`config.mk`:
```
export PLATFORM = sky130hd
export DESIGN_NAME = fsf_flags
export DESIGN_NICKNAME = d
export VERILOG_FILES = /design/src/fsf_pkg.sv /design/src/fsf_flags.sv /design/src/fsf_sticky.sv /design/src/fsf_sync.sv
export SDC_FILE = /design/constraint.sdc
export NUM_CORES = 1
export LEC_CHECK = 0
export BUFFER_PORTS_ARGS = -buffer_cell sky130_fd_sc_hd__buf_2
export CAP_MARGIN = 20
export CORE_MARGIN = 2
export CORE_UTILIZATION = 40
export CTS_BUF_LIST = sky130_fd_sc_hd__clkbuf_4 sky130_fd_sc_hd__clkbuf_8
export CTS_CLUSTER_DIAMETER = 50
export CTS_CLUSTER_SIZE = 10
export DETAILED_ROUTE_END_ITERATION = 10
export HOLD_SLACK_MARGIN = 0.03
export PLACE_DENSITY_LB_ADDON = 0.3
export SKIP_LAST_GASP = 1
export SYNTH_ARGS = -nofsm -noshare
export SYNTH_HDL_FRONTEND = slang
export SYNTH_SLANG_ARGS = --single-unit
```
`constraint.sdc`:
```
create_clock -name clk -period 1.4 [get_ports clk]
set_clock_uncertainty 0.2 [all_clocks]
set_input_delay 0.14 -clock clk [delete_from_list [all_inputs] [get_ports clk]]
set_output_delay 0.14 -clock clk [all_outputs]
set_load 0.005 [all_outputs]
```
`src/fsf_pkg.sv`:
```
/*
  Package for the fault and status flag block: bit positions of the general
  interrupt status register, configuration field widths, reset values and
  the illegal mode code ranges.
  Assumes nothing of its surroundings; imported by name only.
*/
package fsf_pkg;

  // ==========================================================================
  // general interrupt status register layout
  // ==========================================================================
  localparam int unsigned STATUS_W       = 24;
  localparam int unsigned BIT_AMP_OVV    = 8;
  localparam int unsigned BIT_MAIN_UV    = 7;
  localparam int unsigned BIT_OUT_UV     = 6;
  localparam int unsigned BIT_THERM_SHDN = 5;
  localparam int unsigned BIT_THERM_WARN = 4;
  localparam int unsigned BIT_OVERCUR    = 3;
  localparam int unsigned BIT_CFG_ERR    = 2;
  localparam logic [23:0] STATUS_RESET   = 24'h000000;

  // ==========================================================================
  // configuration fields
  // ==========================================================================
  localparam int unsigned OUT_MODE_W  = 4;
  localparam int unsigned PAIR_MODE_W = 3;
  localparam int unsigned AMP_N       = 6;
  localparam int unsigned DIAG_SEL_W  = 3;
  localparam int unsigned CHAN_CTRL_W = 8;

  localparam logic [3:0] OUT_MODE_RESET   = 4'h0;
  localparam logic [2:0] PAIR_MODE_RESET  = 3'h0;
  localparam logic [2:0] DIAG_SEL_RESET   = 3'h0;
  localparam logic [5:0] AMP_POWER_RESET  = 6'h00;
  localparam logic [7:0] CHAN_CTRL_RESET  = 8'h00;
  localparam logic       OC_MODE_RESET    = 1'b0;
  localparam logic       CRC_EN_RESET     = 1'b0;
  localparam logic       REF_SEL_RESET    = 1'b0;

  // illegal code ranges
  localparam logic [3:0] OUT_MODE_BAD_LO  = 4'h9;
  localparam logic [3:0] OUT_MODE_BAD_HI  = 4'hf;
  localparam logic [2:0] PAIR_MODE_BAD_LO = 3'h5;
  localparam logic [2:0] PAIR_MODE_BAD_HI = 3'h7;

  // amplifiers that an active output mode relies on (pair a inputs)
  localparam logic [5:0] OUT_MODE_AMPS    = 6'h03;

  // ==========================================================================
  // detector synchroniser depth
  // ==========================================================================
  localparam int unsigned SYNC_STAGES = 3;

endpackage : fsf_pkg

```
`src/fsf_flags.sv`:
```
/*
  Fault and status flags of the general interrupt status register (bits 8 to 2) and config state.
  Assumes async detector levels and one-cycle status read and config write strobes.
*/
// Function
// - amp overvoltage flag at bit 8 follows out-of-range on input five or six
// - while that flag is high the affected analog inputs are disconnected
// - bit 7 is one while main high supply difference is under threshold
// - bit 6 is one while output high supply difference is under threshold
// - thermal shutdown detector sets thermal shutdown flag at bit 5
// - thermal shutdown resets config and channel control, keeping crc and refs
// - reading the status register clears the thermal shutdown flag
// - thermal warning at bit 4 rises above 145C, falls below 135C only
// - overcurrent detector sets overcurrent flag at bit 3
// - automatic clear mode drops overcurrent flag once the condition ends
// - host clear mode keeps overcurrent flag until a status read
// - output mode write of 0x9 to 0xf sets config error flag at bit 2
// - pair mode write of 0x5 to 0x7 is an error; rejected fields keep value
// - illegal mode code error clears on status read
// - output mode needing unpowered amps: error, power them up, clear on read
// - diag selection needing unpowered amps: error until the conflict is gone
module fsf_flags (
  input  wire logic        clk,
  input  wire logic        rst,
  // detector levels, asynchronous
  input  wire logic        ovv_input_five,
  input  wire logic        ovv_input_six,
  input  wire logic        main_supply_uv,
  input  wire logic        output_supply_uv,
  input  wire logic        therm_shdn_det,
  input  wire logic        therm_above_warn,
  input  wire logic        therm_below_release,
  input  wire logic        overcurrent_det,
  // status register read
  input  wire logic        status_rd,
  output logic [23:0]      status_rdata,
  // configuration write
  input  wire logic        cfg_wr,
  input  wire logic [3:0]  wr_output_mode_code,
  input  wire logic [2:0]  wr_input_pair_a_mode_code,
  input  wire logic [2:0]  wr_input_pair_b_mode_code,
  input  wire logic [5:0]  wr_amp_power,
  input  wire logic [2:0]  wr_diag_channel_select,
  input  wire logic        wr_overcurrent_clear_mode,
  input  wire logic        wr_crc_enable,
  input  wire logic        wr_output_converter_ref_select,
  input  wire logic        wr_input_converter_ref_select,
  input  wire logic        chan_wr,
  input  wire logic [7:0]  wr_channel_control,
  // configuration state
  output logic [3:0]       output_mode_code,
  output logic [2:0]       input_pair_a_mode_code,
  output logic [2:0]       input_pair_b_mode_code,
  output logic [5:0]       amp_power,
  output logic [2:0]       diag_channel_select,
  output logic             overcurrent_clear_mode,
  output logic             crc_enable,
  output logic             output_converter_ref_select,
  output logic             input_converter_ref_select,
  output logic [7:0]       channel_control_register,
  output logic             input_five_disconnect,
  output logic             input_six_disconnect
);

  // ==========================================================================
  // helpers
  // ==========================================================================
  function automatic logic out_mode_bad(input logic [3:0] code);
    out_mode_bad = (code >= fsf_pkg::OUT_MODE_BAD_LO) && (code <= fsf_pkg::OUT_MODE_BAD_HI);
  endfunction : out_mode_bad

  function automatic logic pair_mode_bad(input logic [2:0] code);
    pair_mode_bad = (code >= fsf_pkg::PAIR_MODE_BAD_LO) && (code <= fsf_pkg::PAIR_MODE_BAD_HI);
  endfunction : pair_mode_bad

  function automatic logic [5:0] out_mode_amps(input logic [3:0] code);
    out_mode_amps = (code != 4'h0) ? fsf_pkg::OUT_MODE_AMPS : 6'h00;
  endfunction : out_mode_amps

  function automatic logic [5:0] diag_amps(input logic [2:0] sel);
    diag_amps = (sel == 3'h0) ? 6'h00 : 6'(6'h01 << (sel - 3'h1));
  endfunction : diag_amps

  // ==========================================================================
  // detector synchronisation
  // ==========================================================================
  logic [7:0] det_sync;
  logic       ovv5_s;
  logic       ovv6_s;
  logic       main_uv_s;
  logic       out_uv_s;
  logic       shdn_s;
  logic       warn_hi_s;
  logic       warn_lo_s;
  logic       oc_s;

  fsf_sync #(.WIDTH(8)) u_det_sync (
    .clk  (clk),
    .rst  (rst),
    .din  ({ovv_input_five, ovv_input_six, main_supply_uv, output_supply_uv,
            therm_shdn_det, therm_above_warn, therm_below_release, overcurrent_det}),
    .dout (det_sync)
  );

  assign {ovv5_s, ovv6_s, main_uv_s, out_uv_s, shdn_s, warn_hi_s, warn_lo_s, oc_s} = det_sync;

  // ==========================================================================
  // level flags: overvoltage, undervoltage, thermal warning
  // ==========================================================================
  logic ovv_flag_ff;
  logic main_uv_ff;
  logic out_uv_ff;
  logic warn_ff;
  logic ovv5_dis_ff;
  logic ovv6_dis_ff;

  always_ff @(posedge clk) begin
    if (rst) begin
      ovv_flag_ff <= 1'b0;
      ovv5_dis_ff <= 1'b0;
      ovv6_dis_ff <= 1'b0;
      main_uv_ff  <= 1'b0;
      out_uv_ff   <= 1'b0;
    end else begin
      ovv_flag_ff <= ovv5_s | ovv6_s;
      ovv5_dis_ff <= ovv5_s;
      ovv6_dis_ff <= ovv6_s;
      main_uv_ff  <= main_uv_s;
      out_uv_ff   <= out_uv_s;
    end
  end

  // hysteresis: rise on the upper detector, fall only on the lower one
  always_ff @(posedge clk) begin
    if (rst) begin
      warn_ff <= 1'b0;
    end else if (warn_hi_s) begin
      warn_ff <= 1'b1;
    end else if (warn_lo_s) begin
      warn_ff <= 1'b0;
    end
  end

  // ==========================================================================
  // sticky flags, diag conflict level and config error
  // ==========================================================================
  logic shdn_flag;
  logic oc_flag;
  logic bad_code_flag;
  logic amp_fix_flag;
  logic diag_conflict;
  logic cfg_err_flag;
  logic bad_code_wr;
  logic [5:0] amp_missing;

  // set has priority over the clearing read
  fsf_sticky u_shdn (
    .clk  (clk),
    .rst  (rst),
    .set  (shdn_s),
    .clr  (status_rd),
    .flag (shdn_flag)
  );

  // auto mode clears as the condition ends, host mode on read
  fsf_sticky u_oc (
    .clk  (clk),
    .rst  (rst),
    .set  (oc_s),
    .clr  (overcurrent_clear_mode ? status_rd : ~oc_s),
    .flag (oc_flag)
  );

  assign bad_code_wr = cfg_wr & (out_mode_bad(wr_output_mode_code)
                                 | pair_mode_bad(wr_input_pair_a_mode_code)
                                 | pair_mode_bad(wr_input_pair_b_mode_code));

  fsf_sticky u_bad_code (
    .clk  (clk),
    .rst  (rst),
    .set  (bad_code_wr),
    .clr  (status_rd),
    .flag (bad_code_flag)
  );

  assign amp_missing = out_mode_amps(output_mode_code) & ~amp_power;

  fsf_sticky u_amp_fix (
    .clk  (clk),
    .rst  (rst),
    .set  (|amp_missing),
    .clr  (status_rd),
    .flag (amp_fix_flag)
  );

  assign diag_conflict = |(diag_amps(diag_channel_select) & ~amp_power);
  assign cfg_err_flag  = bad_code_flag | amp_fix_flag | diag_conflict;

  // ==========================================================================
  // configuration state
  // ==========================================================================
  logic [3:0] out_mode_ff;
  logic [2:0] pair_a_ff;
  logic [2:0] pair_b_ff;
  logic [5:0] amp_pwr_ff;
  logic [2:0] diag_sel_ff;
  logic       oc_mode_ff;
  logic       crc_en_ff;
  logic       dac_ref_ff;
  logic       adc_ref_ff;
  logic [7:0] chan_ctrl_ff;
  logic [5:0] nxt_amp_pwr;

  assign nxt_amp_pwr = (cfg_wr ? wr_amp_power : amp_pwr_ff) | amp_missing;

  // thermal shutdown returns everything to defaults but crc and refs
  always_ff @(posedge clk) begin
    if (rst || shdn_s) begin
      out_mode_ff  <= fsf_pkg::OUT_MODE_RESET;
      pair_a_ff    <= fsf_pkg::PAIR_MODE_RESET;
      pair_b_ff    <= fsf_pkg::PAIR_MODE_RESET;
      amp_pwr_ff   <= fsf_pkg::AMP_POWER_RESET;
      diag_sel_ff  <= fsf_pkg::DIAG_SEL_RESET;
      oc_mode_ff   <= fsf_pkg::OC_MODE_RESET;
      chan_ctrl_ff <= fsf_pkg::CHAN_CTRL_RESET;
    end else begin
      amp_pwr_ff <= nxt_amp_pwr;
      if (cfg_wr) begin
        if (!out_mode_bad(wr_output_mode_code)) begin
          out_mode_ff <= wr_output_mode_code;
        end
        if (!pair_mode_bad(wr_input_pair_a_mode_code)) begin
          pair_a_ff <= wr_input_pair_a_mode_code;
        end
        if (!pair_mode_bad(wr_input_pair_b_mode_code)) begin
          pair_b_ff <= wr_input_pair_b_mode_code;
        end
        diag_sel_ff <= wr_diag_channel_select;
        oc_mode_ff  <= wr_overcurrent_clear_mode;
      end
      if (chan_wr) begin
        chan_ctrl_ff <= wr_channel_control;
      end
    end
  end

  // crc enable and converter references survive a thermal shutdown
  always_ff @(posedge clk) begin
    if (rst) begin
      crc_en_ff  <= fsf_pkg::CRC_EN_RESET;
      dac_ref_ff <= fsf_pkg::REF_SEL_RESET;
      adc_ref_ff <= fsf_pkg::REF_SEL_RESET;
    end else if (cfg_wr) begin
      crc_en_ff  <= wr_crc_enable;
      dac_ref_ff <= wr_output_converter_ref_select;
      adc_ref_ff <= wr_input_converter_ref_select;
    end
  end

  // ==========================================================================
  // status read data
  // ==========================================================================
  logic [23:0] rdata_ff;
  logic [23:0] status_now;

  always_comb begin
    status_now = fsf_pkg::STATUS_RESET;
    status_now[fsf_pkg::BIT_AMP_OVV]    = ovv_flag_ff;
    status_now[fsf_pkg::BIT_MAIN_UV]    = main_uv_ff;
    status_now[fsf_pkg::BIT_OUT_UV]     = out_uv_ff;
    status_now[fsf_pkg::BIT_THERM_SHDN] = shdn_flag;
    status_now[fsf_pkg::BIT_THERM_WARN] = warn_ff;
    status_now[fsf_pkg::BIT_OVERCUR]    = oc_flag;
    status_now[fsf_pkg::BIT_CFG_ERR]    = cfg_err_flag;
  end

  always_ff @(posedge clk) begin
    if (rst) begin
      rdata_ff <= fsf_pkg::STATUS_RESET;
    end else if (status_rd) begin
      rdata_ff <= status_now;
    end
  end

  assign status_rdata                = rdata_ff;
  assign output_mode_code            = out_mode_ff;
  assign input_pair_a_mode_code      = pair_a_ff;
  assign input_pair_b_mode_code      = pair_b_ff;
  assign amp_power                   = amp_pwr_ff;
  assign diag_channel_select         = diag_sel_ff;
  assign overcurrent_clear_mode      = oc_mode_ff;
  assign crc_enable                  = crc_en_ff;
  assign output_converter_ref_select = dac_ref_ff;
  assign input_converter_ref_select  = adc_ref_ff;
  assign channel_control_register    = chan_ctrl_ff;
  assign input_five_disconnect       = ovv5_dis_ff;
  assign input_six_disconnect        = ovv6_dis_ff;
endmodule : fsf_flags

```
`src/fsf_sticky.sv`:
```
/*
  Sticky flag cell: set by an event, cleared by a clear strobe, with the
  set winning when both arrive in one cycle.
  Assumes set and clear come from logic on the same clock.
*/
module fsf_sticky (
  input  wire logic clk,
  input  wire logic rst,
  input  wire logic set,
  input  wire logic clr,
  output logic      flag
);

  logic flag_ff;

  always_ff @(posedge clk) begin
    if (rst) begin
      flag_ff <= 1'b0;
    end else if (set) begin
      flag_ff <= 1'b1;
    end else if (clr) begin
      flag_ff <= 1'b0;
    end
  end

  assign flag = flag_ff;

endmodule : fsf_sticky

```
`src/fsf_sync.sv`:
```
/*
  Three-stage input synchroniser with an agree filter: the output follows
  the input once the second and third stages agree.
  Assumes raw inputs from outside the clock domain; one clock, sync reset.
*/
module fsf_sync #(
  parameter int unsigned WIDTH = 1
) (
  input  wire logic             clk,
  input  wire logic             rst,
  input  wire logic [WIDTH-1:0] din,
  output logic      [WIDTH-1:0] dout
);

  logic [WIDTH-1:0] s1_ff;
  logic [WIDTH-1:0] s2_ff;
  logic [WIDTH-1:0] s3_ff;
  logic [WIDTH-1:0] out_ff;

  if (WIDTH < 1) begin : g_bad_width
    $error("fsf_sync: WIDTH must be at least 1");
  end

  always_ff @(posedge clk) begin
    if (rst) begin
      s1_ff <= '0;
      s2_ff <= '0;
      s3_ff <= '0;
    end else begin
      s1_ff <= din;
      s2_ff <= s1_ff;
      s3_ff <= s2_ff;
    end
  end

  // per bit: take the new level only when stages two and three agree
  always_ff @(posedge clk) begin
    if (rst) begin
      out_ff <= '0;
    end else begin
      out_ff <= (out_ff & (s2_ff ^ s3_ff)) | (s3_ff & ~(s2_ff ^ s3_ff));
    end
  end

  assign dout = out_ff;

endmodule : fsf_sync

```
* Yosys cells after proc, flatten, opt, wreduce, memory -nomap -nowiden
Cells that the tools add are included.
Word-level totals: memories kept 0, register bits 80, output and inout port bits 57, bits in writable memories 0, logic and storage cells 80, memory bits (read-only) 0, latch bits 0, bits of input ports 44
Operators by class: multiplexer cells 12, bitwise operators 19, magnitude comparators 6, add/sub/neg operators 1, equality and inequality tests 0, div/mod/pow operators 0, multipliers 0, shifts and indexed selects 1, reductions and logical operators 16
Operators by type and width (number):
- $and A8 B8 Y8 | 2
- $mux W6 | 2
- $reduce_or A6 Y1 | 2
- $reduce_bool A2 Y1 | 5
- $mux W1 | 9
- $not A8 Y8 | 1
- $or A8 B8 Y8 | 1
- $xor A8 B8 Y8 | 1
- $and A2 B6 Y6 | 1
- $and A6 B6 Y6 | 1
- $ge A3 B3 Y1 const B | 2
- $le A3 B3 Y1 const B | 2
- $not A6 Y6 | 1
- $or A6 B6 Y6 | 1
- $reduce_and A2 Y1 | 3
- $shl A1 B3 Y6 const A | 1
- $or A1 B1 Y1 | 5
- $ge A4 B4 Y1 const B | 1
- $le A4 B4 Y1 const B | 1
- $not A1 Y1 | 4
- $reduce_bool A4 Y1 | 1
- $logic_and A1 B1 Y1 | 3
- $logic_not A3 Y1 | 1
- $sub A3 B1 Y3 const B | 1
- 3 further kinds | 3

* Logic depth before layout (Yosys ltp)
depth in word-level cells 6, depth in mapped cells 5, mapped depth without buffers 4

* Cells and area by module
A second synthesis with hierarchy kept.
Unflattened totals: cells, all modules 294, area, all modules 2926.6 um2
Modules (own cells, without submodules):
- fsf_flags | times used 1, cells an instance 195, area each 1848.0 um2, sequential area each 880.8 um2
- fsf_sync | times used 1, cells an instance 83, area each 923.4 um2, sequential area each 640.6 um2
- fsf_sticky | times used 4, cells an instance 4, area each 38.8 um2, sequential area each 20.0 um2

* Worst setup path after synthesis
Ideal clock, no wire load.
path kind reg-to-reg, start reg diag_sel_ff[1], in the netlist diag_channel_select[1], end reg rdata_ff[2], in the netlist status_rdata[2], period minus slack after synthesis 1.304 ns, setup time 0.128 ns, data required time 1.072 ns, buffers on the path 0, cell stages (with the launch flop) 5, slack 0.096 ns, data arrival time 0.976 ns, cells stage by stage dfxtp_1 -> nand2b_1 -> a221o_1 -> a31oi_1 -> nor3_1
On the way: cells in the longest elaborated chain, start to end 6, elaborated cells between the ends (all ways) 7, classes of those cells 1 x add/sub; 1 x shift; 1 x mux; 2 x bitwise; 2 x reduce/logical
RTL lines:
- from (decl) | RTL line fsf_flags.sv:206 | logic [2:0] diag_sel_ff;
- from (signal assigned) | RTL line fsf_flags.sv:223 | diag_sel_ff <= fsf_pkg::DIAG_SEL_RESET;
- from (signal assigned) | RTL line fsf_flags.sv:238 | diag_sel_ff <= wr_diag_channel_select;
- $sub A3 B1 Y3 | RTL line fsf_flags.sv:81 | diag_amps = (sel == 3'h0) ? 6'h00 : 6'(6'h01 << (sel - 3'h1));
- $shl A1 B3 Y6 | RTL line fsf_flags.sv:81
- $mux W6 * | RTL line fsf_flags.sv:81
- $and A6 B6 Y6 * | RTL line fsf_flags.sv:196 | assign diag_conflict = |(diag_amps(diag_channel_select) & ~amp_power);
- $reduce_or A6 Y1 * | RTL line fsf_flags.sv:196
- $or A1 B1 Y1 * | RTL line fsf_flags.sv:197 | assign cfg_err_flag = bad_code_flag | amp_fix_flag | diag_conflict;
- to (signal assigned) | RTL line fsf_flags.sv:279 | rdata_ff <= fsf_pkg::STATUS_RESET;
- to (signal assigned) | RTL line fsf_flags.sv:281 | rdata_ff <= status_now;
- to (decl) | RTL line fsf_flags.sv:263 | logic [23:0] rdata_ff;
Mark *: on every way between the ends. The rest lies on a longest branch, timed or not. A chain may end at the register's enable or synchronous reset.

* Worst setup path after layout
start in ovv_input_five, end reg u_det_sync.s1_ff[7]
RTL lines:
- from (decl) | RTL line fsf_flags.sv:26 | input wire logic ovv_input_five,
- to (signal assigned) | RTL line fsf_sync.sv:30 | s1_ff <= din;
- to (decl) | RTL line fsf_sync.sv:15 | logic [WIDTH-1:0] s1_ff;
No word-level cell between the ends.

==> flow_summary.json <==
{
  "status": "finished with violations",
  "violations": "hold timing",
  "drtAntennaViolNets": 0,
  "crit_path_start": "ovv_input_five",
  "crit_type": "in2reg",
  "clk_path_buf_depth": 2,
  "final_nets": 466,
  "coreArea_um2": 6830,
  "hp-start": "wr_output_mode_code[2]",
  "critical_path_required_ps": 1430,
  "clkPwrFrac_pct": 36.9,
  "reg2reg_depth": 5,
  "power.total_mw": 4.64,
  "arrival_ps": 1430,
  "yosys_register_bits": 80,
  "dp_hpwl_um": 3760,
  "synth_area_leaders": "dfxtp_1 (56%), mux2i_1 (10%), nor2b_1 (6.6%)",
  "grt_pass1_wl_um": 9350,
  "peakVddDrop_mv": 0.655,
  "place.gp.congestion": 0.874,
  "drc": 0,
  "fin_ws_ps": 5.13,
  "synth_area_um2": 2840,
  "ys.flop_type": "dfxtp_1",
  "die_w_um": 88.3,
  "grt_pass1_vias": 2058,
  "post-route-util_pct": 58.1,
  "ios": 101,
  "syn_to_final_growth_pct": 39.5,
  "htreeDepth": 3,
  "rows": 30,
  "grt_start_max_net_pins": 29,
  "power.leakage_nw": 1.86,
  "r2r_end": "u_amp_fix.flag",
  "yosysSeqAreaShare_pct": 56.3,
  "wl_um": 6010,
  "cp-start-kind": "primary input",
  "avgSynthCellArea_um2": 9.87,
  "final_max_slew_viol_count": 0,
  "antennaDiodeCount": 0,
  "clk_latency_ps": 350,
  "cts.sink_count": 80,
  "hp-class": "in2reg",
  "portBuffers": 83,
  "cts_root_buf": "clkbuf_8",
  "path_max_fanout": 1,
  "drv_cap": 0,
  "gr-total-overflow": 0,
  "ys_top_cells_by_count": "dfxtp_1 (80), nor2_1 (38), nor2b_1 (30)",
  "hold_viol": 3,
  "synth.largest_area_cell": "dfxtp_1",
  "yosys.cell_types.count": 33,
  "fin_setup_tns_ps": 0,
  "hold_buffers": 43,
  "synth_top_cell_area_share_pct": 56.3,
  "drt_first_pass_iters": 4,
  "drtIter0Drc": 57,
  "die-area_um2": 7800,
  "syn-instance-count": 288,
  "switchingPower_mw": 1.11,
  "setup_viol": 0,
  "fp.dieH_um": 88.3,
  "track_usage_pct": 15.9,
  "critical_path.endpoint_type": "flip-flop",
  "cts.clk_slew.worst_paths_ps": 80,
  "synth_edf_count": 0,
  "sequentialPowerShare_pct": 52.0,
  "power_density_nw_per_um2": 1170,
  "power.share.combinational_pct": 11.1,
  "min_period_ps": 1390,
  "worstReg2RegStart": "output_mode_code[0]",
  "yosysWarnings": 0,
  "place_ws_ps": 101,
  "start_util_pct": 41.6,
  "max_freq_ghz": 0.717,
  "cts_setup_buffers": 0,
  "switching_share_pct": 23.9,
  "vias": 2324,
  "synth_most_common_cell": "dfxtp_1",
  "drive_gt1_share_pct": 26.5,
  "via_per_inst": 4.44,
  "cts_tree": "done",
  "r2r_slack_ps": 80,
  "crit_end": "u_det_sync.s1_ff[7]",
  "fill_cells": 602,
  "rsz0062_at_grt": "false",
  "p_int_mw": 3.53,
  "finalCritPeriodShare_pct": 99.6,
  "synthArstFlopShare_pct": 0,
  "antenna_found_initial": 0,
  "worst_hold_slack_ps": -117,
  "wl_per_cell_um": 11.5,
  "cts_buffers": 9
}
==> state kept, by name, summed over array words and instances, names as in the netlist, 4 cells and up, named ones only <==
register	cells
output_mode_code	4
amp_power	6
channel_control_register	8
status_rdata	7
u_det_sync.s2_ff	8
u_det_sync.s1_ff	8
u_det_sync.s3_ff	8
==> through the flow <==
step | cell area, um^2 | cells
floorplan | 2900 | 304
global placement | 3330 | 464
detailed placement | 3330 | 464
CTS | 3970 | 523
global route | 3970 | 523
finish | 3970 | 523
==> placed cells by master, fill, tap and decap left out, drive strengths merged <==
cell type and count:
clkbuf 10, nor3 3, nand2 21, o21ai 14, nor2 38, clkinv 2, or3 1, inv 5
a21oi 19, nor2b 30, nor3b 1, clkinvlp 2, a221o 1, conb 17, buf 94, a211oi 1
a31oi 3, a21o 1, nor4 1, nand2b 1, o211ai 1, or2 2, a32oi 1, a22oi 1
o31ai 1, dfxtp 80, o21a 2, bufinv 1, nand3 1, dlygate4sd3 43, mux2i 29
==> how the worst min path moves through the flow <==
stage | endpoint | slack (ps) | depth (start not counted)
5_1_grt | output_mode_code[0] | -110 | 3
6_report | output_mode_code[2] | -120 | 3
2_1_floorplan | input_six_disconnect | 20 | 1
3_5_place_dp | u_det_sync.s1_ff[4] | 150 | 2
4_1_cts | output_mode_code[2] | -140 | 3
3_3_place_gp | u_det_sync.s1_ff[6] | 150 | 2
==> kinds of logic (layout without fill, tap and decap cells) <==
family	after synthesis	count (layout)	synth area share (%)
buffers and inverters	34	157	7.74
muxes	29	29	10.2
DFF	80	80	56.3
other	1	17	0.132
AOI/OAI and AO/OA	45	45	9.15
and+or+nand+nor	99	99	16.5
==> timing repair <==
action / 4_1_cts / 5_1_grt
endpoints found under the hold margin: 48 / 4
gates resized for setup: 0 / 1
setup endpoints to repair: 0 / 1
==> cell type report <==
class | instances | area (um^2) | share of cell area [%]
flip-flops and latches | 80 | 1600 | 40.4
well taps | 96 | 120 | 3.03
inverters | 4 | 17.5 | 0.442
repair buffers | 137 | 941 | 23.7
clock inverters | 6 | 67.6 | 1.70
clock buffers | 10 | 138 | 3.47
multi-input cells | 190 | 1080 | 27.3
==> power groups by stage <==
stage	registers, mW	clock network [mW]	logic, mW
after floorplan	2.47	0	0.253
after global placement	2.47	0	0.410
after detailed placement	2.47	0	0.417
after CTS	2.41	1.77	0.512
after global routing	2.43	1.89	0.568
final	2.41	1.71	0.514
==> routing by layer <==
layer | up-vias | track usage [%] | share of wire [%]
li1 | 1188 | - | -
met3 | 20 | 6.53 | 6.3
met1 | 1037 | 17.9 | 42
met2 | 79 | 25.9 | 49
met5 | - | 0 | 0
met4 | 0 | 8.13 | 2.6
==> critical path: stages <==
cell and delay, ps:
dlygate4sd3_1 530, buf_2 110, nor2b_1 110, dlygate4sd3_1 540
No activity file was read; power rests on OpenSTA's default activity.
